File: src/core/fcr_pkg.sv
// Package of constants and types for the floating point control registers.
package fcr_pkg;

    // ----------------------------------------------------------------
    // Register indices on the control move port
    // ----------------------------------------------------------------
    localparam logic [4:0] FCR_IDX_ALIAS = 5'h1c;
    localparam logic [4:0] FCR_IDX_FULL = 5'h1f;

    // ----------------------------------------------------------------
    // Full register field positions
    // ----------------------------------------------------------------
    localparam int FCR_CC_HI = 31;
    localparam int FCR_CC_LO = 25;
    localparam int FCR_FLUSH_ZERO = 24;
    localparam int FCR_CC0 = 23;
    localparam int FCR_FLUSH_OVR = 22;
    localparam int FCR_FLUSH_NEAR = 21;
    localparam int FCR_FUSED = 20;
    localparam int FCR_ABS_NAN = 19;
    localparam int FCR_NAN_ENC = 18;
    localparam int FCR_CAUSE_HI = 17;
    localparam int FCR_CAUSE_LO = 12;
    localparam int FCR_EN_HI = 11;
    localparam int FCR_EN_LO = 7;
    localparam int FCR_FLAG_HI = 6;
    localparam int FCR_FLAG_LO = 2;
    localparam int FCR_RND_HI = 1;
    localparam int FCR_RND_LO = 0;

    // ----------------------------------------------------------------
    // Alias register field positions
    // ----------------------------------------------------------------
    localparam int FCR_A_FLUSH_ZERO = 2;

    // ----------------------------------------------------------------
    // Fixed compliance values and reset values
    // ----------------------------------------------------------------
    localparam logic FCR_FUSED_VAL = 1'b0;
    localparam logic FCR_ABS_NAN_VAL = 1'b1;
    localparam logic FCR_NAN_ENC_VAL = 1'b1;
    localparam logic [4:0] FCR_EN_RST = 5'h00;
    localparam logic FCR_FZ_RST = 1'b0;
    localparam logic [1:0] FCR_RND_RST = 2'h0;
    localparam logic [31:0] FCR_ZERO32 = 32'h0000_0000;

    // ----------------------------------------------------------------
    // Types
    // ----------------------------------------------------------------
    // Exception order, most significant first: unimpl, invalid,
    // divide-by-zero, overflow, underflow, inexact.
    localparam int FCR_E_UNIMPL = 5;

    typedef enum logic [1:0]
    {
        FCR_RND_NEAREST = 2'b00,
        FCR_RND_ZERO = 2'b01,
        FCR_RND_PLUS = 2'b10,
        FCR_RND_MINUS = 2'b11
    } fcr_round_t;

endpackage

File: src/core/fcr_ctl_if.sv
// Interface carrying the control fields from the register bank to the trap unit.
`timescale 1ns/1ps
interface fcr_ctl_if;
    logic [5:0] cause;
    logic [4:0] enables;
    logic trap;

    modport bank
    (
        output cause,
        output enables,
        input trap
    );

    modport trapu
    (
        input cause,
        input enables,
        output trap
    );
endinterface

File: src/core/fcr_regs.sv
// Floating point control/status register bank with its enables alias.
`timescale 1ns/1ps
// Functional notes
// - Alias shares storage with full register.
// - Alias bits 31-12, 6-3 read zero.
// - Alias trap enables at bits 11-7.
// - Alias flush-to-zero at bit 2.
// - Alias rounding mode at bits 1-0.
// - Full register open to any enabled program.
// - Eight compare codes at 31-25 and 23.
// - Full register flush-to-zero at bit 24.
// - Flush override bit 22, nearest bit 21.
// - Fused mode reads zero, unfused only.
// - Fused mode concerns multiply-add family only.
// - Abs/neg NaN compliance reads one.
// - NaN encoding bit reads one.
// - Causes per instruction, sticky flags accumulate.
// - Trap when enable and cause both set.
// - Unimplemented cause always traps.
// - Flags set only untrapped, never hardware-cleared.
// - Round encoding nearest, zero, plus, minus.
module fcr_regs
    import fcr_pkg::*;
(
    input wire logic REF_CLK,
    input wire logic SYS_RST,
    input wire logic CLK_EN,
    input wire logic CP_ENABLE,
    input wire logic CTL_WR,
    input wire logic [4:0] CTL_IDX,
    input wire logic [31:0] CTL_WDATA,
    input wire logic [4:0] CTL_RIDX,
    output logic [31:0] CTL_RDATA,
    output logic CTL_DENIED,
    input wire logic ARITH_DONE,
    input wire logic [5:0] ARITH_EXC,
    input wire logic CMP_WR,
    input wire logic [2:0] CMP_SEL,
    input wire logic CMP_RESULT,
    output logic [7:0] COMPARE_CONDITION_CODES,
    output logic FLUSH_TO_ZERO,
    output logic FLUSH_OVERRIDE,
    output logic FLUSH_NEAREST,
    output logic FUSED_MADD_MODE,
    output logic [1:0] ROUND_SELECT,
    output logic FP_TRAP
);

    // ----------------------------------------------------------------
    // Storage
    // ----------------------------------------------------------------
    logic [7:0] cc_reg;
    logic fz_reg;
    logic fo_reg;
    logic fn_reg;
    logic [5:0] cause_reg;
    logic [4:0] en_reg;
    logic [4:0] flag_reg;
    logic [1:0] rnd_reg;
    logic [31:0] rdata_reg;
    logic denied_reg;

    logic wr_full;
    logic wr_alias;
    logic [31:0] full_view;
    logic [31:0] alias_view;
    logic [4:0] untrapped;
    logic [7:0] cc_next;

    fcr_ctl_if ctl ();

    // ----------------------------------------------------------------
    // Decode
    // ----------------------------------------------------------------
    function automatic logic hit(input logic [4:0] idx,
                                 input logic [4:0] want);
        hit = (idx == want);
    endfunction

    // Full register bit that holds compare code n.
    function automatic int cc_pos(input int n);
        cc_pos = (n == 0) ? FCR_CC0 : FCR_CC_LO + n - 1;
    endfunction

    assign wr_full = CTL_WR && CP_ENABLE && hit(CTL_IDX, FCR_IDX_FULL);
    assign wr_alias = CTL_WR && CP_ENABLE && hit(CTL_IDX, FCR_IDX_ALIAS);

    // ----------------------------------------------------------------
    // Views
    // ----------------------------------------------------------------
    always_comb
    begin
        full_view = FCR_ZERO32;
        for (int n = 0; n < $bits(cc_reg); n++)
        begin
            full_view[cc_pos(n)] = cc_reg[n];
        end
        full_view[FCR_FLUSH_ZERO] = fz_reg;
        full_view[FCR_FLUSH_OVR] = fo_reg;
        full_view[FCR_FLUSH_NEAR] = fn_reg;
        full_view[FCR_FUSED] = FCR_FUSED_VAL;
        full_view[FCR_ABS_NAN] = FCR_ABS_NAN_VAL;
        full_view[FCR_NAN_ENC] = FCR_NAN_ENC_VAL;
        full_view[FCR_CAUSE_HI:FCR_CAUSE_LO] = cause_reg;
        full_view[FCR_EN_HI:FCR_EN_LO] = en_reg;
        full_view[FCR_FLAG_HI:FCR_FLAG_LO] = flag_reg;
        full_view[FCR_RND_HI:FCR_RND_LO] = rnd_reg;
    end

    always_comb
    begin
        alias_view = FCR_ZERO32;
        alias_view[FCR_EN_HI:FCR_EN_LO] = en_reg;
        alias_view[FCR_A_FLUSH_ZERO] = fz_reg;
        alias_view[FCR_RND_HI:FCR_RND_LO] = rnd_reg;
    end

    // ----------------------------------------------------------------
    // Shared fields, written from both views
    // ----------------------------------------------------------------
    // Only these three fields have a reset, because the alias view must
    // read zero after power-on while the rest of the full register need not.
    // one storage, two views
    always_ff @(posedge REF_CLK or posedge SYS_RST)
    begin
        if (SYS_RST)
        begin
            en_reg <= FCR_EN_RST;
            fz_reg <= FCR_FZ_RST;
            rnd_reg <= FCR_RND_RST;
        end
        else if (CLK_EN)
        begin
            if (wr_full)
            begin
                en_reg <= CTL_WDATA[FCR_EN_HI:FCR_EN_LO];
                fz_reg <= CTL_WDATA[FCR_FLUSH_ZERO];
                rnd_reg <= CTL_WDATA[FCR_RND_HI:FCR_RND_LO];
            end
            else if (wr_alias)
            begin
                en_reg <= CTL_WDATA[FCR_EN_HI:FCR_EN_LO];
                fz_reg <= CTL_WDATA[FCR_A_FLUSH_ZERO];
                rnd_reg <= CTL_WDATA[FCR_RND_HI:FCR_RND_LO];
            end
        end
    end

    // ----------------------------------------------------------------
    // Flush controls, unknown until software writes them
    // ----------------------------------------------------------------
    // No reset here: software must write the full register before it
    // relies on these bits, as it must for the causes and flags.
    always_ff @(posedge REF_CLK)
    begin
        if (CLK_EN && wr_full)
        begin
            fo_reg <= CTL_WDATA[FCR_FLUSH_OVR];
            fn_reg <= CTL_WDATA[FCR_FLUSH_NEAR];
        end
    end

    // ----------------------------------------------------------------
    // Compare condition codes
    // ----------------------------------------------------------------
    // compares write codes
    // A compare beats a software move to the same code, so the result of
    // the instruction is never lost to a concurrent register write.
    for (genvar n = 0; n < $bits(cc_reg); n++)
    begin : g_code
        assign cc_next[n] = (CMP_WR && int'(CMP_SEL) == n) ? CMP_RESULT :
            (wr_full ? CTL_WDATA[cc_pos(n)] : cc_reg[n]);
    end

    always_ff @(posedge REF_CLK)
    begin
        if (CLK_EN)
        begin
            cc_reg <= cc_next;
        end
    end

    // ----------------------------------------------------------------
    // Causes and sticky flags
    // ----------------------------------------------------------------
    // only untrapped exceptions
    assign untrapped = ARITH_EXC[FCR_E_UNIMPL-1:0] & ~en_reg;

    // An arithmetic result beats a software write of the cause field in
    // the same cycle, since the instruction completes after the move.
    // causes replaced per instruction
    always_ff @(posedge REF_CLK)
    begin
        if (CLK_EN)
        begin
            if (ARITH_DONE)
            begin
                cause_reg <= ARITH_EXC;
            end
            else if (wr_full)
            begin
                cause_reg <= CTL_WDATA[FCR_CAUSE_HI:FCR_CAUSE_LO];
            end
        end
    end

    // The hardware set is ORed in last, so a flag raised in the cycle of
    // a software clear survives it.
    // never hardware cleared
    always_ff @(posedge REF_CLK)
    begin
        if (CLK_EN)
        begin
            if (wr_full && ARITH_DONE)
            begin
                flag_reg <= CTL_WDATA[FCR_FLAG_HI:FCR_FLAG_LO] | untrapped;
            end
            else if (wr_full)
            begin
                flag_reg <= CTL_WDATA[FCR_FLAG_HI:FCR_FLAG_LO];
            end
            else if (ARITH_DONE)
            begin
                flag_reg <= flag_reg | untrapped;
            end
        end
    end

    // ----------------------------------------------------------------
    // Read port
    // ----------------------------------------------------------------
    // Read data comes from a flop one cycle late; a denied or unknown
    // index returns zero rather than stale data.
    always_ff @(posedge REF_CLK or posedge SYS_RST)
    begin
        if (SYS_RST)
        begin
            rdata_reg <= FCR_ZERO32;
            denied_reg <= 1'b0;
        end
        else if (CLK_EN)
        begin
            denied_reg <= !CP_ENABLE;
            if (!CP_ENABLE)
            begin
                rdata_reg <= FCR_ZERO32;
            end
            else if (hit(CTL_RIDX, FCR_IDX_FULL))
            begin
                rdata_reg <= full_view;
            end
            else if (hit(CTL_RIDX, FCR_IDX_ALIAS))
            begin
                rdata_reg <= alias_view;
            end
            else
            begin
                rdata_reg <= FCR_ZERO32;
            end
        end
    end

    // ----------------------------------------------------------------
    // Trap and control outputs
    // ----------------------------------------------------------------
    // The trap is combinational from flops, so a software move that sets
    // a cause with its enable traps in the very next cycle.
    assign ctl.cause = cause_reg;
    assign ctl.enables = en_reg;

    fcr_trap_unit u_trap
    (
        .ctl(ctl.trapu)
    );

    assign FP_TRAP = ctl.trap;
    assign CTL_RDATA = rdata_reg;
    assign CTL_DENIED = denied_reg;
    assign COMPARE_CONDITION_CODES = cc_reg;
    assign FLUSH_TO_ZERO = fz_reg;
    assign FLUSH_OVERRIDE = fo_reg;
    assign FLUSH_NEAREST = fn_reg;
    assign FUSED_MADD_MODE = FCR_FUSED_VAL;
    assign ROUND_SELECT = rnd_reg;

endmodule

File: src/core/fcr_trap_unit.sv
// Trap decision from cause and enable bits.
`timescale 1ns/1ps
module fcr_trap_unit
    import fcr_pkg::*;
(
    fcr_ctl_if.trapu ctl
);

    logic [5:0] en_ext;

    // Unimplemented-operation cause has no enable; it always traps.
    assign en_ext = {1'b1, ctl.enables};

    // The trap follows any cause bit whose enable is on.
    assign ctl.trap = |(ctl.cause & en_ext);

endmodule

File: config.mk
export PLATFORM = sky130hd
export DESIGN_NAME = fcr_regs
export DESIGN_NICKNAME = d
export VERILOG_FILES = /design/src/core/fcr_pkg.sv /design/src/core/fcr_ctl_if.sv /design/src/core/fcr_regs.sv /design/src/core/fcr_trap_unit.sv
export SDC_FILE = /design/constraint.sdc
export NUM_CORES = 1
export LEC_CHECK = 0
export BUFFER_PORTS_ARGS = -buffer_cell sky130_fd_sc_hd__buf_4
export CAP_MARGIN = 0
export CORE_MARGIN = 3
export CORE_UTILIZATION = 35
export DETAILED_ROUTE_END_ITERATION = 10
export HOLD_SLACK_MARGIN = 0.05
export PLACE_DENSITY = 0.69
export REMOVE_ABC_BUFFERS = 1
export SLEW_MARGIN = 20
export SYNTH_ARGS = -nofsm -noshare
export SYNTH_HDL_FRONTEND = slang
export SYNTH_SLANG_ARGS = --single-unit
File: constraint.sdc
create_clock -name REF_CLK -period 1.5 [get_ports REF_CLK]
set_input_delay 0.225 -clock REF_CLK [delete_from_list [all_inputs] [get_ports REF_CLK]]
set_output_delay 0.225 -clock REF_CLK [all_outputs]
set_load 0.02 [all_outputs]
Yosys cells after proc, flatten, opt, wreduce, memory -nomap -nowiden --
Index checks and enable logic that the tools add are counted.
Storage, ports and cells: logic and storage cells 101, register bits 62
Cells by class: equality and inequality tests 11, reductions and logical operators 38, bitwise operators 5, multiplexer cells 30
Operators by type and width (count):
- 2-to-1 mux 32 bit | 2
- 2-to-1 mux 5 bit | 5
- AND reduction 2 bit | 11
- == test 5 bit (second input constant) | 4
- nonzero test 2 bit | 10
- 2-to-1 mux 1 bit | 18
- logical AND 1 bit | 13
- == test 3 bit (second input constant) | 4
- 2-to-1 mux 12 bit | 1
- 2-to-1 mux 6 bit | 2
- bitwise OR 5 bit | 2
- bitwise AND 6 bit | 1
- == test 3 x 2 -> 1 bit (second input constant) | 2
- OR reduction 6 bit | 1
- bitwise AND 5 bit | 1
- NOT 5 bit | 1
- 2-to-1 mux 2 bit | 2
- == test 3 x 1 -> 1 bit (second input constant) | 1
- zero test 3 bit | 1
- nonzero test 3 bit | 1
- zero test 1 bit | 1

Depth between registers and ports, before layout --
Gate-level depths: netlist of run 1.
depth after elaboration 6, gate-level depth with buffers 5

Hierarchy --
From an unflattened synthesis of run 1, not the netlist that was laid out.
Unflattened totals: cell total of the unflattened synthesis 194, area total of the unflattened synthesis 2631.3 sq um
By module, submodules not included:
- fcr_regs | cells each 190, sequential area each 1606.5 sq um, times used 1, area an instance 2606.2 sq um
- fcr_trap_unit | cells each 4, sequential area each 0.0 sq um, times used 1, area an instance 25.0 sq um

Least setup slack after synthesis of run 1 --
No wires, ideal clock.
kind input-to-reg, start point in CTL_WR, end point reg cause_reg[0], enable pin, setup time 0.345 ns, data required time 1.155 ns, stages on the path 5, arrival 1.336 ns, path buffers 2, path slack -0.181 ns, path through nand4_1 > clkbuf_1 > or3_1 > buf_2 > nand2_1
Between the ends: cells in the longest elaborated chain, start to end 4
Ends and longest elaborated chain:
- from (decl) | RTL line fcr_regs.sv:29 | input wire logic CTL_WR,
- logical AND 1 bit (2 in a row) | RTL line fcr_regs.sv:85 | assign wr_full = CTL_WR && CP_ENABLE && hit(CTL_IDX, FCR_IDX_FULL);
- nonzero test 2 bit (no line)
- AND reduction 2 bit (no line)
- to (signal assigned) | RTL line fcr_regs.sv:202 | cause_reg <= CTL_WDATA[FCR_CAUSE_HI:FCR_CAUSE_LO];
- to (decl) | RTL line fcr_regs.sv:56 | logic [5:0] cause_reg;
No other way between the ends. A chain may end at the register's enable or synchronous reset.

Final worst setup path of run 1 --
start point reg cause_reg[0], end point out FP_TRAP
Between the ends: cells in the longest elaborated chain, start to end 2
Ends and longest elaborated chain:
- bitwise AND 6 bit | RTL line fcr_trap_unit.sv:15 | assign ctl.trap = |(ctl.cause & en_ext);
- OR reduction 6 bit | RTL line fcr_trap_unit.sv:15
- to (decl) | RTL line fcr_regs.sv:46 | output logic FP_TRAP
No other way between the ends.

==> load_flow_metrics.sql, run 1 <==
INSERT INTO impl_metrics (metric_group, metric, value, unit) VALUES
('outcome', 'result_of_the_run', 'finished clean', ''),
('synthesis', 'synth_area_leaders', 'sky130_fd_sc_hd__dfrtp_1 (38%), sky130_fd_sc_hd__edfxtp_1 (24%), sky130_fd_sc_hd__a22o_1 (9.4%)', ''),
('grt', 'via_count_of_the_first_global_routing_pass', '2107', ''),
('grt', 'grt_pass1_wl', '10600', 'µm'),
('timing', 'slew_viols_final', '0', ''),
('timing', 'worst_slew_margin_rel', '0.471', ''),
('worst_setup_path', 'timing.critical_path.slowest_stage_cell', 'sky130_fd_sc_hd__edfxtp_1', ''),
('worst_setup_path', 'critical_path.max_stage_delay', '0.40', 'ns'),
('synthesis', 'post_synth_instance_area', '2600', 'µm²'),
('die', 'fp-row-count', '30', ''),
('placement', 'io_buffer_count', '101', ''),
('clock_tree', 'clk_pin_slew', '0.07', 'ns'),
('finish', 'layout_commonest_cell', 'sky130_fd_sc_hd__buf_4', ''),
('routing', 'drt_iter0_markers', '54', ''),
('finish', 'design.final.nets', '379', ''),
('synthesis', 'ys_seq_area_frac', '0.618', ''),
('synthesis', 'synth_cell_types', '33', ''),
('routing', 'routed-via-count', '2051', ''),
('clock_tree', 'cts-root-buf', 'sky130_fd_sc_hd__clkbuf_8', ''),
('die', 'core', '6980', 'µm²'),
('worst_setup_path', 'cpLargestDelayFamily', 'flip-flops', ''),
('hold_path', 'holdCritPathClass', 'input pin to register', ''),
('die', 'design.die.area', '8490', 'µm²'),
('finish', 'finish.cell_count_without_fillers', '421', ''),
('finish', 'sequential_cell_area', '1610', 'µm²'),
('grt', 'grt_util_met1', '0.210', ''),
('finish', 'layout_common_cells', 'sky130_fd_sc_hd__buf_4 (115), sky130_fd_sc_hd__dfrtp_1 (39), sky130_fd_sc_hd__a22o_1 (28), sky130_fd_sc_hd__edfxtp_1 (21), sky130_fd_sc_hd__mux2_2 (17)', ''),
('worst_setup_path', 'timing.critical_path.buf_inv', '1', ''),
('flow_run', 'max_cap_violations', '0', ''),
('die', 'die_width', '92.1', 'µm'),
('finish', 'fillCellCount', '602', ''),
('placement', 'dp.final_hpwl', '5170', 'µm'),
('clock_tree', 'cts_tree', 'built', ''),
('finish', 'largest_register_ffs', '30', ''),
('synthesis', 'syn-instance-count', '200', ''),
('timing', 'achievable-frequency', '705', 'MHz'),
('worst_setup_path', 'crit_fanout', '2', ''),
('grt', 'gr-usage-met3', '0.0353', ''),
('routing', 'wire_per_inst', '15.8', 'µm'),
('synthesis', 'syn_area_per_cell', '13.0', 'µm²'),
('die', 'initial_core_util', '0.372', ''),
('worst_setup_path', 'crit_type', 'register to primary output', ''),
('grt', 'gr-max-usage-layer', 'met2', ''),
('synthesis', 'ys_seq_elements', '60', ''),
('routing', 'drt_first_pass_iters', '4', ''),
('finish', 'multi_input_area', '908', 'µm²'),
('grt', 'grt_antenna_before_repair', '0', ''),
('clock_tree', 'clock_sinks', '60', ''),
('clock_tree', 'post-cts-setup-buffers', '0', ''),
('routing', 'routed_wl', '6650', 'µm'),
('placement', 'placed_cells_incl_taps', '403', ''),
('grt', 'pin_count_of_the_biggest_net_entering_global_routing', '23', ''),
('timing', 'setup_repair_after_global_routing_missed_its_margin', 'no', ''),
('worst_setup_path', 'worstSetupEndpointType', 'primary output', ''),
('finish', 'num_antenna_cells', '0', ''),
('timing', 'final.setup.tns', '0', 'ns'),
('timing', 'worstMarginPinSlew', '0.789', 'ns'),
('worst_setup_path', 'start_kind', 'register', ''),
('pwr', 'leakagePower', '1.80', 'nW'),
('routing', 'routed_via_density', '4.87', ''),
('timing', 'layout_worst_path_cycle_share', '0.946', ''),
('die', 'die_height', '92.1', 'µm'),
('clock_tree', 'clock_insertion_delay_worst_skew', '0.33', 'ns'),
('timing', 'setup_violations', '0', ''),
('grt', 'grtUsageMet2', '0.263', ''),
('routing', 'remaining_drc_errors', '0', ''),
('finish', 'post_route_cells_drive_above_1_share', '0.483', ''),
('worst_setup_path', 'required', '1.27', 'ns'),
('timing', 'report.final.hold_viol_count', '0', ''),
('synthesis', 'post-synth-top-area-cell', 'sky130_fd_sc_hd__dfrtp_1', ''),
('finish', 'area_growth_syn_to_layout', '48.0', '%');
-- synthesized netlist by cell type --
master / instances
sky130_fd_sc_hd__dfrtp_1: 39
sky130_fd_sc_hd__a22o_1: 28
sky130_fd_sc_hd__edfxtp_1: 21
sky130_fd_sc_hd__mux2_2: 17
sky130_fd_sc_hd__o21ai_0: 14
sky130_fd_sc_hd__inv_1: 8
sky130_fd_sc_hd__nor2_1: 7
sky130_fd_sc_hd__a21oi_1: 6
sky130_fd_sc_hd__nand2_1: 6
sky130_fd_sc_hd__clkbuf_1: 5
sky130_fd_sc_hd__nand3_1: 5
sky130_fd_sc_hd__nor2b_1: 5
sky130_fd_sc_hd__a2111oi_0: 4
sky130_fd_sc_hd__buf_2: 4
sky130_fd_sc_hd__o31ai_1: 4
sky130_fd_sc_hd__buf_4: 3
sky130_fd_sc_hd__a22oi_1: 2
sky130_fd_sc_hd__nand3b_1: 2
sky130_fd_sc_hd__nand4_1: 2
sky130_fd_sc_hd__nor3_2: 2
sky130_fd_sc_hd__o31a_1: 2
sky130_fd_sc_hd__or3_1: 2
sky130_fd_sc_hd__xor2_1: 2
sky130_fd_sc_hd__a21o_1: 1
sky130_fd_sc_hd__a31oi_1: 1
sky130_fd_sc_hd__conb_1: 1
sky130_fd_sc_hd__nand2_4: 1
sky130_fd_sc_hd__nor3_4: 1
sky130_fd_sc_hd__o21a_1: 1
sky130_fd_sc_hd__o22ai_1: 1
sky130_fd_sc_hd__o32ai_1: 1
sky130_fd_sc_hd__or2_2: 1
sky130_fd_sc_hd__or3b_2: 1
-- final cells by class --
| class | instances | area share |
|---|---|---|
| sequential | 60 | 0.418 |
| timing repair buffer | 120 | 0.245 |
| multi-input combinational | 121 | 0.236 |
| clock buffer | 15 | 0.0599 |
| tap | 96 | 0.0312 |
| inverter | 8 | 0.00781 |
| clock inverter | 1 | 0.00130 |
-- cells by family after synthesis --
group           after synthesis  share of synthesized area
compound gates               65                      0.184
xor+xnor                      2                    0.00674
buf+inv                      20                     0.0352
flops                        60                      0.618
mux                          17                     0.0737
other cells                   1                    0.00144
simple gates                 35                     0.0800
-- layer usage --
metal,routed length [µm],up-vias
li1,-,1004
met5,0,-
met2,3200,66
met3,407,7
met4,93,0
met1,2950,974
-- worst register-to-register path: stages (launching register included) --
cell and delay, ns:
sky130_fd_sc_hd__dfrtp_1 0.41, sky130_fd_sc_hd__nor2b_1 0.08, sky130_fd_sc_hd__a2111oi_0 0.42, sky130_fd_sc_hd__a21oi_1 0.07
-- path summary, 6_finish.rpt --
check / slack (ns) / cells after the start / start / to
worst min register to register: 0.49 / 1 / flag_reg[2] / CTL_RDATA[4]
min in group asynchronous: 0.51 / 3 / SYS_RST / CTL_DENIED
max in group asynchronous: 0.47 / 4 / SYS_RST / ctl.enables[0]
worst max-delay path: 0.08 / 3 / cause_reg[0] / FP_TRAP
worst min-delay path: 0.08 / 1 / CTL_WDATA[21] / FLUSH_NEAREST
worst max register to register: 0.26 / 3 / ctl.enables[0] / flag_reg[0]
-- timing repair --
action	4_1_cts	5_1_grt
endpoints found under the setup margin	0	1
hold buffers	1	1
resized for setup	0	1
endpoints found under the hold margin	17	1
-- report_power, final --
group | switching, W | leakage [nW] | internal [W]
Sequential | 0.0000518 | 0.721 | 0.00177
Clock | 0.000609 | 0.121 | 0.000991
Combinational | 0.000221 | 0.958 | 0.000245
-- stage by stage --
stage / instance area (µm²) / power, W / util / hold WS [ns] / setup WS [ns]
floorplan: 2540 / 0.00204 / - / 0.324 / -0.188
global placement: 3580 / 0.00230 / 0.513 / 0.300 / -0.0122
detailed placement: 3580 / 0.00232 / 0.513 / 0.307 / -0.0315
CTS: 3830 / 0.00393 / 0.548 / 0.0541 / 0.0312
global route: 3840 / 0.00406 / 0.551 / 0.0543 / 0.00175
finish: 3840 / 0.00389 / 0.551 / 0.0776 / 0.0814
(Power assumes the default switching activity.)
==> run 2: changes to the inputs <==
--- a/config.mk
+++ b/config.mk
@@ -11,7 +11,7 @@
 export CORE_UTILIZATION = 35
 export DETAILED_ROUTE_END_ITERATION = 10
 export HOLD_SLACK_MARGIN = 0.05
-export PLACE_DENSITY = 0.69
+export PLACE_DENSITY = 0.63
 export REMOVE_ABC_BUFFERS = 1
 export SLEW_MARGIN = 20
 export SYNTH_ARGS = -nofsm -noshare
==> run 2 against run 1 <==
Global-route usage is 0.29 points higher. Die area stayed put. Combinational power is 2% higher. Worst hold slack worse by 0.012 ns. Power is 1.0% higher. Fmax is 2.9% lower. Non-clock buffer count is 1 higher. Clock skew is 0.00096 ns higher. Critical path type unchanged. Critical endpoint unchanged. Largest cell class unchanged. Highest routed layer unchanged.
==> load_flow_metrics.sql, run 2 (synthesis results as in run 1) <==
INSERT INTO impl_metrics (metric_group, metric, value, unit) VALUES
('outcome', 'result_of_the_run', 'finished clean', ''),
('worst_setup_path', 'critPathArrivalTime', '1.24', 'ns'),
('timing', 'finalWorstPathRequiredPeriod', '1.46', 'ns'),
('grt', 'grt-ovfl-total', '0', ''),
('timing', 'worst_slew_margin_rel', '0.656', ''),
('worst_setup_path', 'crit_fanout', '3', ''),
('routing', 'drt_iter0_markers', '54', ''),
('worst_setup_path', 'timing.critical_path.slowest_stage_cell', 'sky130_fd_sc_hd__dfrtp_2', ''),
('grt', 'grt_util_met1', '0.213', ''),
('timing', 'layout_worst_path_cycle_share', '0.974', ''),
('timing', 'finClkSkew', '0.00627', 'ns'),
('grt', 'gr-max-usage-layer', 'met2', ''),
('timing', 'setup_violations', '0', ''),
('grt', 'gr-usage-met3', '0.0517', ''),
('clock_tree', 'cts-buffers-inserted', '9', ''),
('finish', 'largest_register_ffs', '30', ''),
('worst_setup_path', 'timing.critical_path.buf_inv', '1', ''),
('routing', 'drt_first_pass_iters', '4', ''),
('placement', 'dp.final_hpwl', '4920', 'µm'),
('pwr', 'irDropWorstVdd', '0.515', 'mV'),
('clock_tree', 'cts-root-buf', 'sky130_fd_sc_hd__clkbuf_8', ''),
('die', 'io_pins', '107', ''),
('clock_tree', 'cts_tree', 'built', ''),
('grt', 'track_usage', '0.165', ''),
('finish', 'final_core_util', '0.551', ''),
('timing', 'worstMarginPinSlew', '0.513', 'ns'),
('worst_setup_path', 'start_kind', 'register', ''),
('clock_tree', 'clk_pin_slew', '0.08', 'ns'),
('finish', 'layout_common_cells', 'sky130_fd_sc_hd__buf_4 (115), sky130_fd_sc_hd__dfrtp_1 (38), sky130_fd_sc_hd__a22o_1 (28), sky130_fd_sc_hd__edfxtp_1 (21), sky130_fd_sc_hd__mux2_2 (17)', ''),
('placement', 'io_buffer_count', '101', ''),
('worst_setup_path', 'worstSetupEndpointType', 'primary output', ''),
('grt', 'grt_pass1_wl', '10900', 'µm'),
('pwr', 'power.density', '1020', 'nW/µm²'),
('timing', 'slew_viols_final', '0', ''),
('grt', 'pin_count_of_the_biggest_net_entering_global_routing', '40', ''),
('timing', 'setup_repair_after_global_routing_missed_its_margin', 'yes', ''),
('finish', 'post_route_cells_drive_above_1_share', '0.497', ''),
('pwr', 'leakagePower', '1.80', 'nW'),
('worst_setup_path', 'path_cells', 'a22oi_2 > nand3_2 > buf_6', ''),
('flow_run', 'max_cap_violations', '0', ''),
('clock_tree', 'clock_insertion_delay_worst_skew', '0.34', 'ns'),
('routing', 'routed-via-count', '2113', ''),
('worst_setup_path', 'crit_type', 'register to primary output', ''),
('finish', 'layout_commonest_cell', 'sky130_fd_sc_hd__buf_4', ''),
('die', 'fp-row-count', '30', ''),
('clock_tree', 'clock_sinks', '60', ''),
('grt', 'grt_antenna_before_repair', '0', ''),
('finish', 'design.final.nets', '380', ''),
('routing', 'routed_wl', '6620', 'µm'),
('hold_path', 'holdCritPathClass', 'input pin to register', ''),
('die', 'design.die.area', '8490', 'µm²'),
('timing', 'worst_hold_slack', '0.0654', 'ns'),
('clock_tree', 'cts_max_level', '3', ''),
('die', 'die_width', '92.1', 'µm'),
('finish', 'area_growth_syn_to_layout', '48.2', '%'),
('die', 'die_height', '92.1', 'µm'),
('worst_setup_path', 'cpLargestDelayFamily', 'flip-flops', ''),
('finish', 'fillCellCount', '636', ''),
('die', 'core', '6980', 'µm²'),
('worst_setup_path', 'critical_path.max_stage_delay', '0.43', 'ns'),
('routing', 'ant_nets', '0', ''),
('routing', 'remaining_drc_errors', '0', ''),
('worst_setup_path', 'required', '1.27', 'ns'),
('timing', 'report.final.hold_viol_count', '0', ''),
('grt', 'via_count_of_the_first_global_routing_pass', '2151', ''),
('placement', 'finalWeightedCongestion', '0.809', ''),
('routing', 'wire_per_inst', '15.7', 'µm'),
('clock_tree', 'clockBufferDepth', '2', ''),
('routing', 'routed_via_density', '5.01', ''),
('finish', 'num_antenna_cells', '0', ''),
('timing', 'achievable-frequency', '684', 'MHz'),
('die', 'initial_core_util', '0.372', ''),
('grt', 'grtUsageMet2', '0.262', '');
run 2: cell count changes in the layout (fill, tap and decap cells not counted), moves of 2 or more:
cell	previous run	this run
sky130_fd_sc_hd__bufinv_16	0	2
sky130_fd_sc_hd__clkbuf_16	3	0
sky130_fd_sc_hd__clkbuf_8	11	9
sky130_fd_sc_hd__clkinv_4	0	3
run 2: metrics by stage:
step	setup WS (ns)	cell area (µm²)	total power, W	instances	TNS (ns)
finish	0.0389	3850	0.00393	422	0
global route	-0.00898	3850	0.00410	422	-0.00898
CTS	0.0226	3830	0.00396	421	0
detailed placement	-0.0963	3580	0.00231	403	-1.70
global placement	-0.0882	3580	0.00231	403	-1.84
floorplan	-0.188	2540	0.00204	189	-2.07
run 2: report_power, final:
group | internal, W | leakage [nW] | switching [W]
clock network | 0.000944 | 0.110 | 0.000688
registers | 0.00177 | 0.720 | 0.0000519
logic | 0.000253 | 0.967 | 0.000224
run 2: per-layer routing:
metal  vias to the layer above  part of all wire
met2                        83              0.48
li1                       1004                 -
met3                        11             0.082
met1                      1015              0.42
met5                         -                 0
met4                         0             0.014
run 2: cell type report:
type | instances | area [µm²] | share of cell area
flip-flops and latches | 60 | 1610 | 0.418
repair buffers | 121 | 955 | 0.248
multi-input cells | 121 | 913 | 0.237
clock buffers | 9 | 124 | 0.0322
well taps | 96 | 120 | 0.0312
clock inverters | 7 | 100 | 0.0260
inverters | 8 | 30.0 | 0.00780
run 2: final timing paths:
kind / start / depth (start not counted) / to / slack (ns)
max: ctl.enables[0] / 3 / FP_TRAP / 0.04
min: CTL_WDATA[22] / 1 / FLUSH_OVERRIDE / 0.07
max reg2reg: ctl.enables[0] / 4 / flag_reg[0] / 0.22
min reg2reg: COMPARE_CONDITION_CODES[5] / 1 / CTL_RDATA[29] / 0.50
max in group asynchronous: SYS_RST / 4 / ctl.enables[0] / 0.56
min in group asynchronous: SYS_RST / 4 / FLUSH_TO_ZERO / 0.57
run 2: timing repair:
action / CTS / global route
gates resized for setup: 1 / 3
hold endpoints to repair: 40 / 0
buffers inserted: 0 / 1
pin swaps: 0 / 2
setup endpoints to repair: 1 / 1
hold buffers: 2 / 0
==> run 3: changes to the inputs <==
--- a/config.mk
+++ b/config.mk
@@ -17,3 +17,4 @@
 export SYNTH_ARGS = -nofsm -noshare
 export SYNTH_HDL_FRONTEND = slang
 export SYNTH_SLANG_ARGS = --single-unit
+export TNS_END_PERCENT = 30
==> constraint.sdc (replaced) <==
create_clock -name REF_CLK -period 1.5 [get_ports REF_CLK]
set_input_delay 0.225 -clock REF_CLK [delete_from_list [all_inputs] [get_ports REF_CLK]]
set_output_delay 0.225 -clock REF_CLK [all_outputs]
set_load 0.1 [all_outputs]
==> run 3 against run 2 <==
The flow now finishes with violations (setup timing). Global-route usage rose by 0.27 points. Critical endpoint unchanged. Via count fell by 0.52%. Clock skew barely moved. Highest routed layer unchanged. First-iteration DRC count rose by 1.9%. Largest power group unchanged. Clock-buffer cell count did not move. Sequential share of layout area fell by 0.21 points. Routed wire length rose by 0.69%. Clock power barely moved. Worst hold slack improved by 0.0036 ns. Utilization rose by 0.23 points. Fmax fell by 3.5%.
==> load_flow_metrics.sql, run 3 (synthesis results as in run 1) <==
INSERT INTO impl_metrics (metric_group, metric, value, unit) VALUES
('grt', 'grt-ovfl-total', '0', ''),
('die', 'die_width', '92.1', 'µm'),
('routing', 'drt_first_pass_iters', '4', ''),
('pwr', 'switching_power', '0.00118', 'W'),
('pwr', 'internal-power', '0.00298', 'W'),
('grt', 'grt_pass1_wl', '11100', 'µm'),
('worst_setup_path', 'crit_fanout', '2', ''),
('routing', 'routed_wl', '6670', 'µm'),
('worst_setup_path', 'crit_type', 'register to primary output', ''),
('pwr', 'power.share.switching', '0.284', ''),
('outcome', 'violations', 'setup timing', ''),
('die', 'design.die.area', '8490', 'µm²'),
('timing', 'finalWorstPathRequiredPeriod', '1.51', 'ns'),
('grt', 'grt_antenna_before_repair', '0', ''),
('die', 'die_height', '92.1', 'µm'),
('clock_tree', 'cts-root-buf', 'sky130_fd_sc_hd__clkbuf_8', ''),
('timing', 'achievable-frequency', '661', 'MHz'),
('die', 'io_pins', '107', ''),
('timing', 'post-route-worst-setup-slack', '-0.0138', 'ns'),
('die', 'fp-row-count', '30', ''),
('finish', 'finish.cell_count_without_fillers', '422', ''),
('pwr', 'irDropWorstVdd', '0.508', 'mV'),
('outcome', 'result_of_the_run', 'finished with violations', ''),
('routing', 'routed_via_density', '4.98', ''),
('grt', 'via_count_of_the_first_global_routing_pass', '2157', ''),
('finish', 'design.final.nets', '380', ''),
('timing', 'setup_repair_after_global_routing_missed_its_margin', 'yes', ''),
('worst_setup_path', 'critical_path.max_stage_delay', '0.41', 'ns'),
('finish', 'fillCellCount', '640', ''),
('routing', 'routed-via-count', '2102', ''),
('finish', 'layout_common_cells', 'sky130_fd_sc_hd__buf_4 (115), sky130_fd_sc_hd__dfrtp_1 (39), sky130_fd_sc_hd__a22o_1 (28), sky130_fd_sc_hd__edfxtp_1 (21), sky130_fd_sc_hd__mux2_2 (17)', ''),
('timing', 'slew_viols_final', '0', ''),
('routing', 'remaining_drc_errors', '0', ''),
('hold_path', 'holdCritPathClass', 'input pin to register', ''),
('grt', 'pin_count_of_the_biggest_net_entering_global_routing', '40', ''),
('pwr', 'comb_power_share', '0.169', ''),
('finish', 'layout_commonest_cell', 'sky130_fd_sc_hd__buf_4', ''),
('finish', 'num_antenna_cells', '0', ''),
('timing', 'finClkSkew', '0.00591', 'ns'),
('finish', 'area_growth_syn_to_layout', '48.8', '%'),
('timing', 'worstMarginPinSlew', '0.511', 'ns'),
('die', 'initial_core_util', '0.372', ''),
('pwr', 'power_frac_seq', '0.438', ''),
('finish', 'final_core_util', '0.554', ''),
('worst_setup_path', 'start_kind', 'register', ''),
('finish', 'post_route_cells_drive_above_1_share', '0.500', ''),
('clock_tree', 'cts-buffers-inserted', '9', ''),
('clock_tree', 'clockBufferDepth', '2', ''),
('worst_setup_path', 'required', '1.27', 'ns'),
('timing', 'worst_slew_margin_rel', '0.657', ''),
('clock_tree', 'clock_sinks', '60', ''),
('routing', 'ant_nets', '0', ''),
('die', 'core', '6980', 'µm²'),
('clock_tree', 'clock_insertion_delay_worst_skew', '0.33', 'ns'),
('placement', 'placed_cells_incl_taps', '403', ''),
('pwr', 'power.density', '1080', 'nW/µm²'),
('placement', 'dp.final_hpwl', '4920', 'µm'),
('timing', 'report.final.hold_viol_count', '0', ''),
('flow_run', 'max_cap_violations', '0', ''),
('placement', 'finalWeightedCongestion', '0.809', ''),
('pwr', 'leakagePower', '1.80', 'nW'),
('worst_setup_path', 'critPathArrivalTime', '1.29', 'ns'),
('clock_tree', 'cts_tree', 'built', ''),
('routing', 'wire_per_inst', '15.8', 'µm'),
('clock_tree', 'clk_pin_slew', '0.08', 'ns'),
('finish', 'largest_register_ffs', '30', ''),
('worst_setup_path', 'worstSetupEndpointType', 'primary output', ''),
('worst_setup_path', 'path_cells', 'a22oi_2 > nand3_2 > buf_12', ''),
('pwr', 'clockPowerShare', '0.393', ''),
('worst_setup_path', 'timing.critical_path.slowest_stage_cell', 'sky130_fd_sc_hd__dfrtp_1', ''),
('grt', 'track_usage', '0.168', ''),
('routing', 'drt_iter0_markers', '55', ''),
('placement', 'io_buffer_count', '101', ''),
('timing', 'layout_worst_path_cycle_share', '1.01', ''),
('clock_tree', 'cts_max_level', '3', ''),
('timing', 'setup_violations', '1', '');
## run 3: cell type report
cell class / count / area (µm²) / area share
Inverter: 8 / 30.0 / 0.00777
Timing Repair Buffer: 121 / 963 / 0.249
Clock buffer: 9 / 124 / 0.0320
Clock inverter: 7 / 100 / 0.0259
Multi-Input combinational cell: 121 / 922 / 0.239
Sequential cell: 60 / 1610 / 0.416
Tap cell: 96 / 120 / 0.0311
## run 3: what timing repair did
item                                    in CTS  in global routing
endpoints found under the setup margin       1                  1
pin swaps                                    2                  0
endpoints found under the hold margin       40                  0
setup buffers                                1                  0
hold buffers                                 2                  0
gates resized for setup                      7                  0
## run 3: power groups by stage
stage / clock network (W) / logic [W] / registers (W)
6_report: 0.00163 / 0.000703 / 0.00182
5_1_grt: 0.00175 / 0.000749 / 0.00183
4_1_cts: 0.00167 / 0.000708 / 0.00182
3_5_place_dp: 0 / 0.000673 / 0.00185
3_3_place_gp: 0 / 0.000667 / 0.00185
2_1_floorplan: 0 / 0.000223 / 0.00203
## run 3: path summary, 6_finish.rpt
kind / endpoint / slack, ns / from / cells past startpoint
setup / recovery: FP_TRAP / -0.01 / ctl.enables[0] / 3
hold / removal: FLUSH_OVERRIDE / 0.07 / CTL_WDATA[22] / 1
setup reg to reg: flag_reg[4] / 0.20 / ctl.enables[4] / 3
hold reg to reg: CTL_RDATA[29] / 0.50 / COMPARE_CONDITION_CODES[5] / 1
max in group asynchronous: CTL_RDATA[25] / 0.58 / SYS_RST / 4
min in group asynchronous: FLUSH_TO_ZERO / 0.58 / SYS_RST / 4
## run 3: routing by layer
metal / global-route usage / wire (µm) / vias to the layer above
met1: 0.215 / 2810 / 1010
met2: 0.268 / 3240 / 80
met5: 0 / 0 / -
li1: - / - / 1003
met3: 0.0509 / 529 / 9
met4: 0.0619 / 81 / 0
## run 3: through the flow
step / hold slack, ns / setup WS [ns] / TNS, ns / total power [W] / area (µm²)
after floorplan: 0.324 / -0.306 / -2.99 / 0.00225 / 2540
after global placement: 0.377 / -0.0882 / -1.84 / 0.00252 / 3580
after detailed placement: 0.381 / -0.0963 / -1.70 / 0.00252 / 3580
after CTS: 0.0527 / -0.00124 / -0.00124 / 0.00420 / 3870
after global routing: 0.0556 / -0.0674 / -0.0674 / 0.00433 / 3870
final: 0.0690 / -0.0138 / -0.0138 / 0.00416 / 3870
## run 3: critical path: cells and delay by family, from the launching register on
kind,cells,cell delay [ns]
flops,1,0.41
compound gates,1,0.23
buf+inv,1,0.19
simple gates,1,0.13
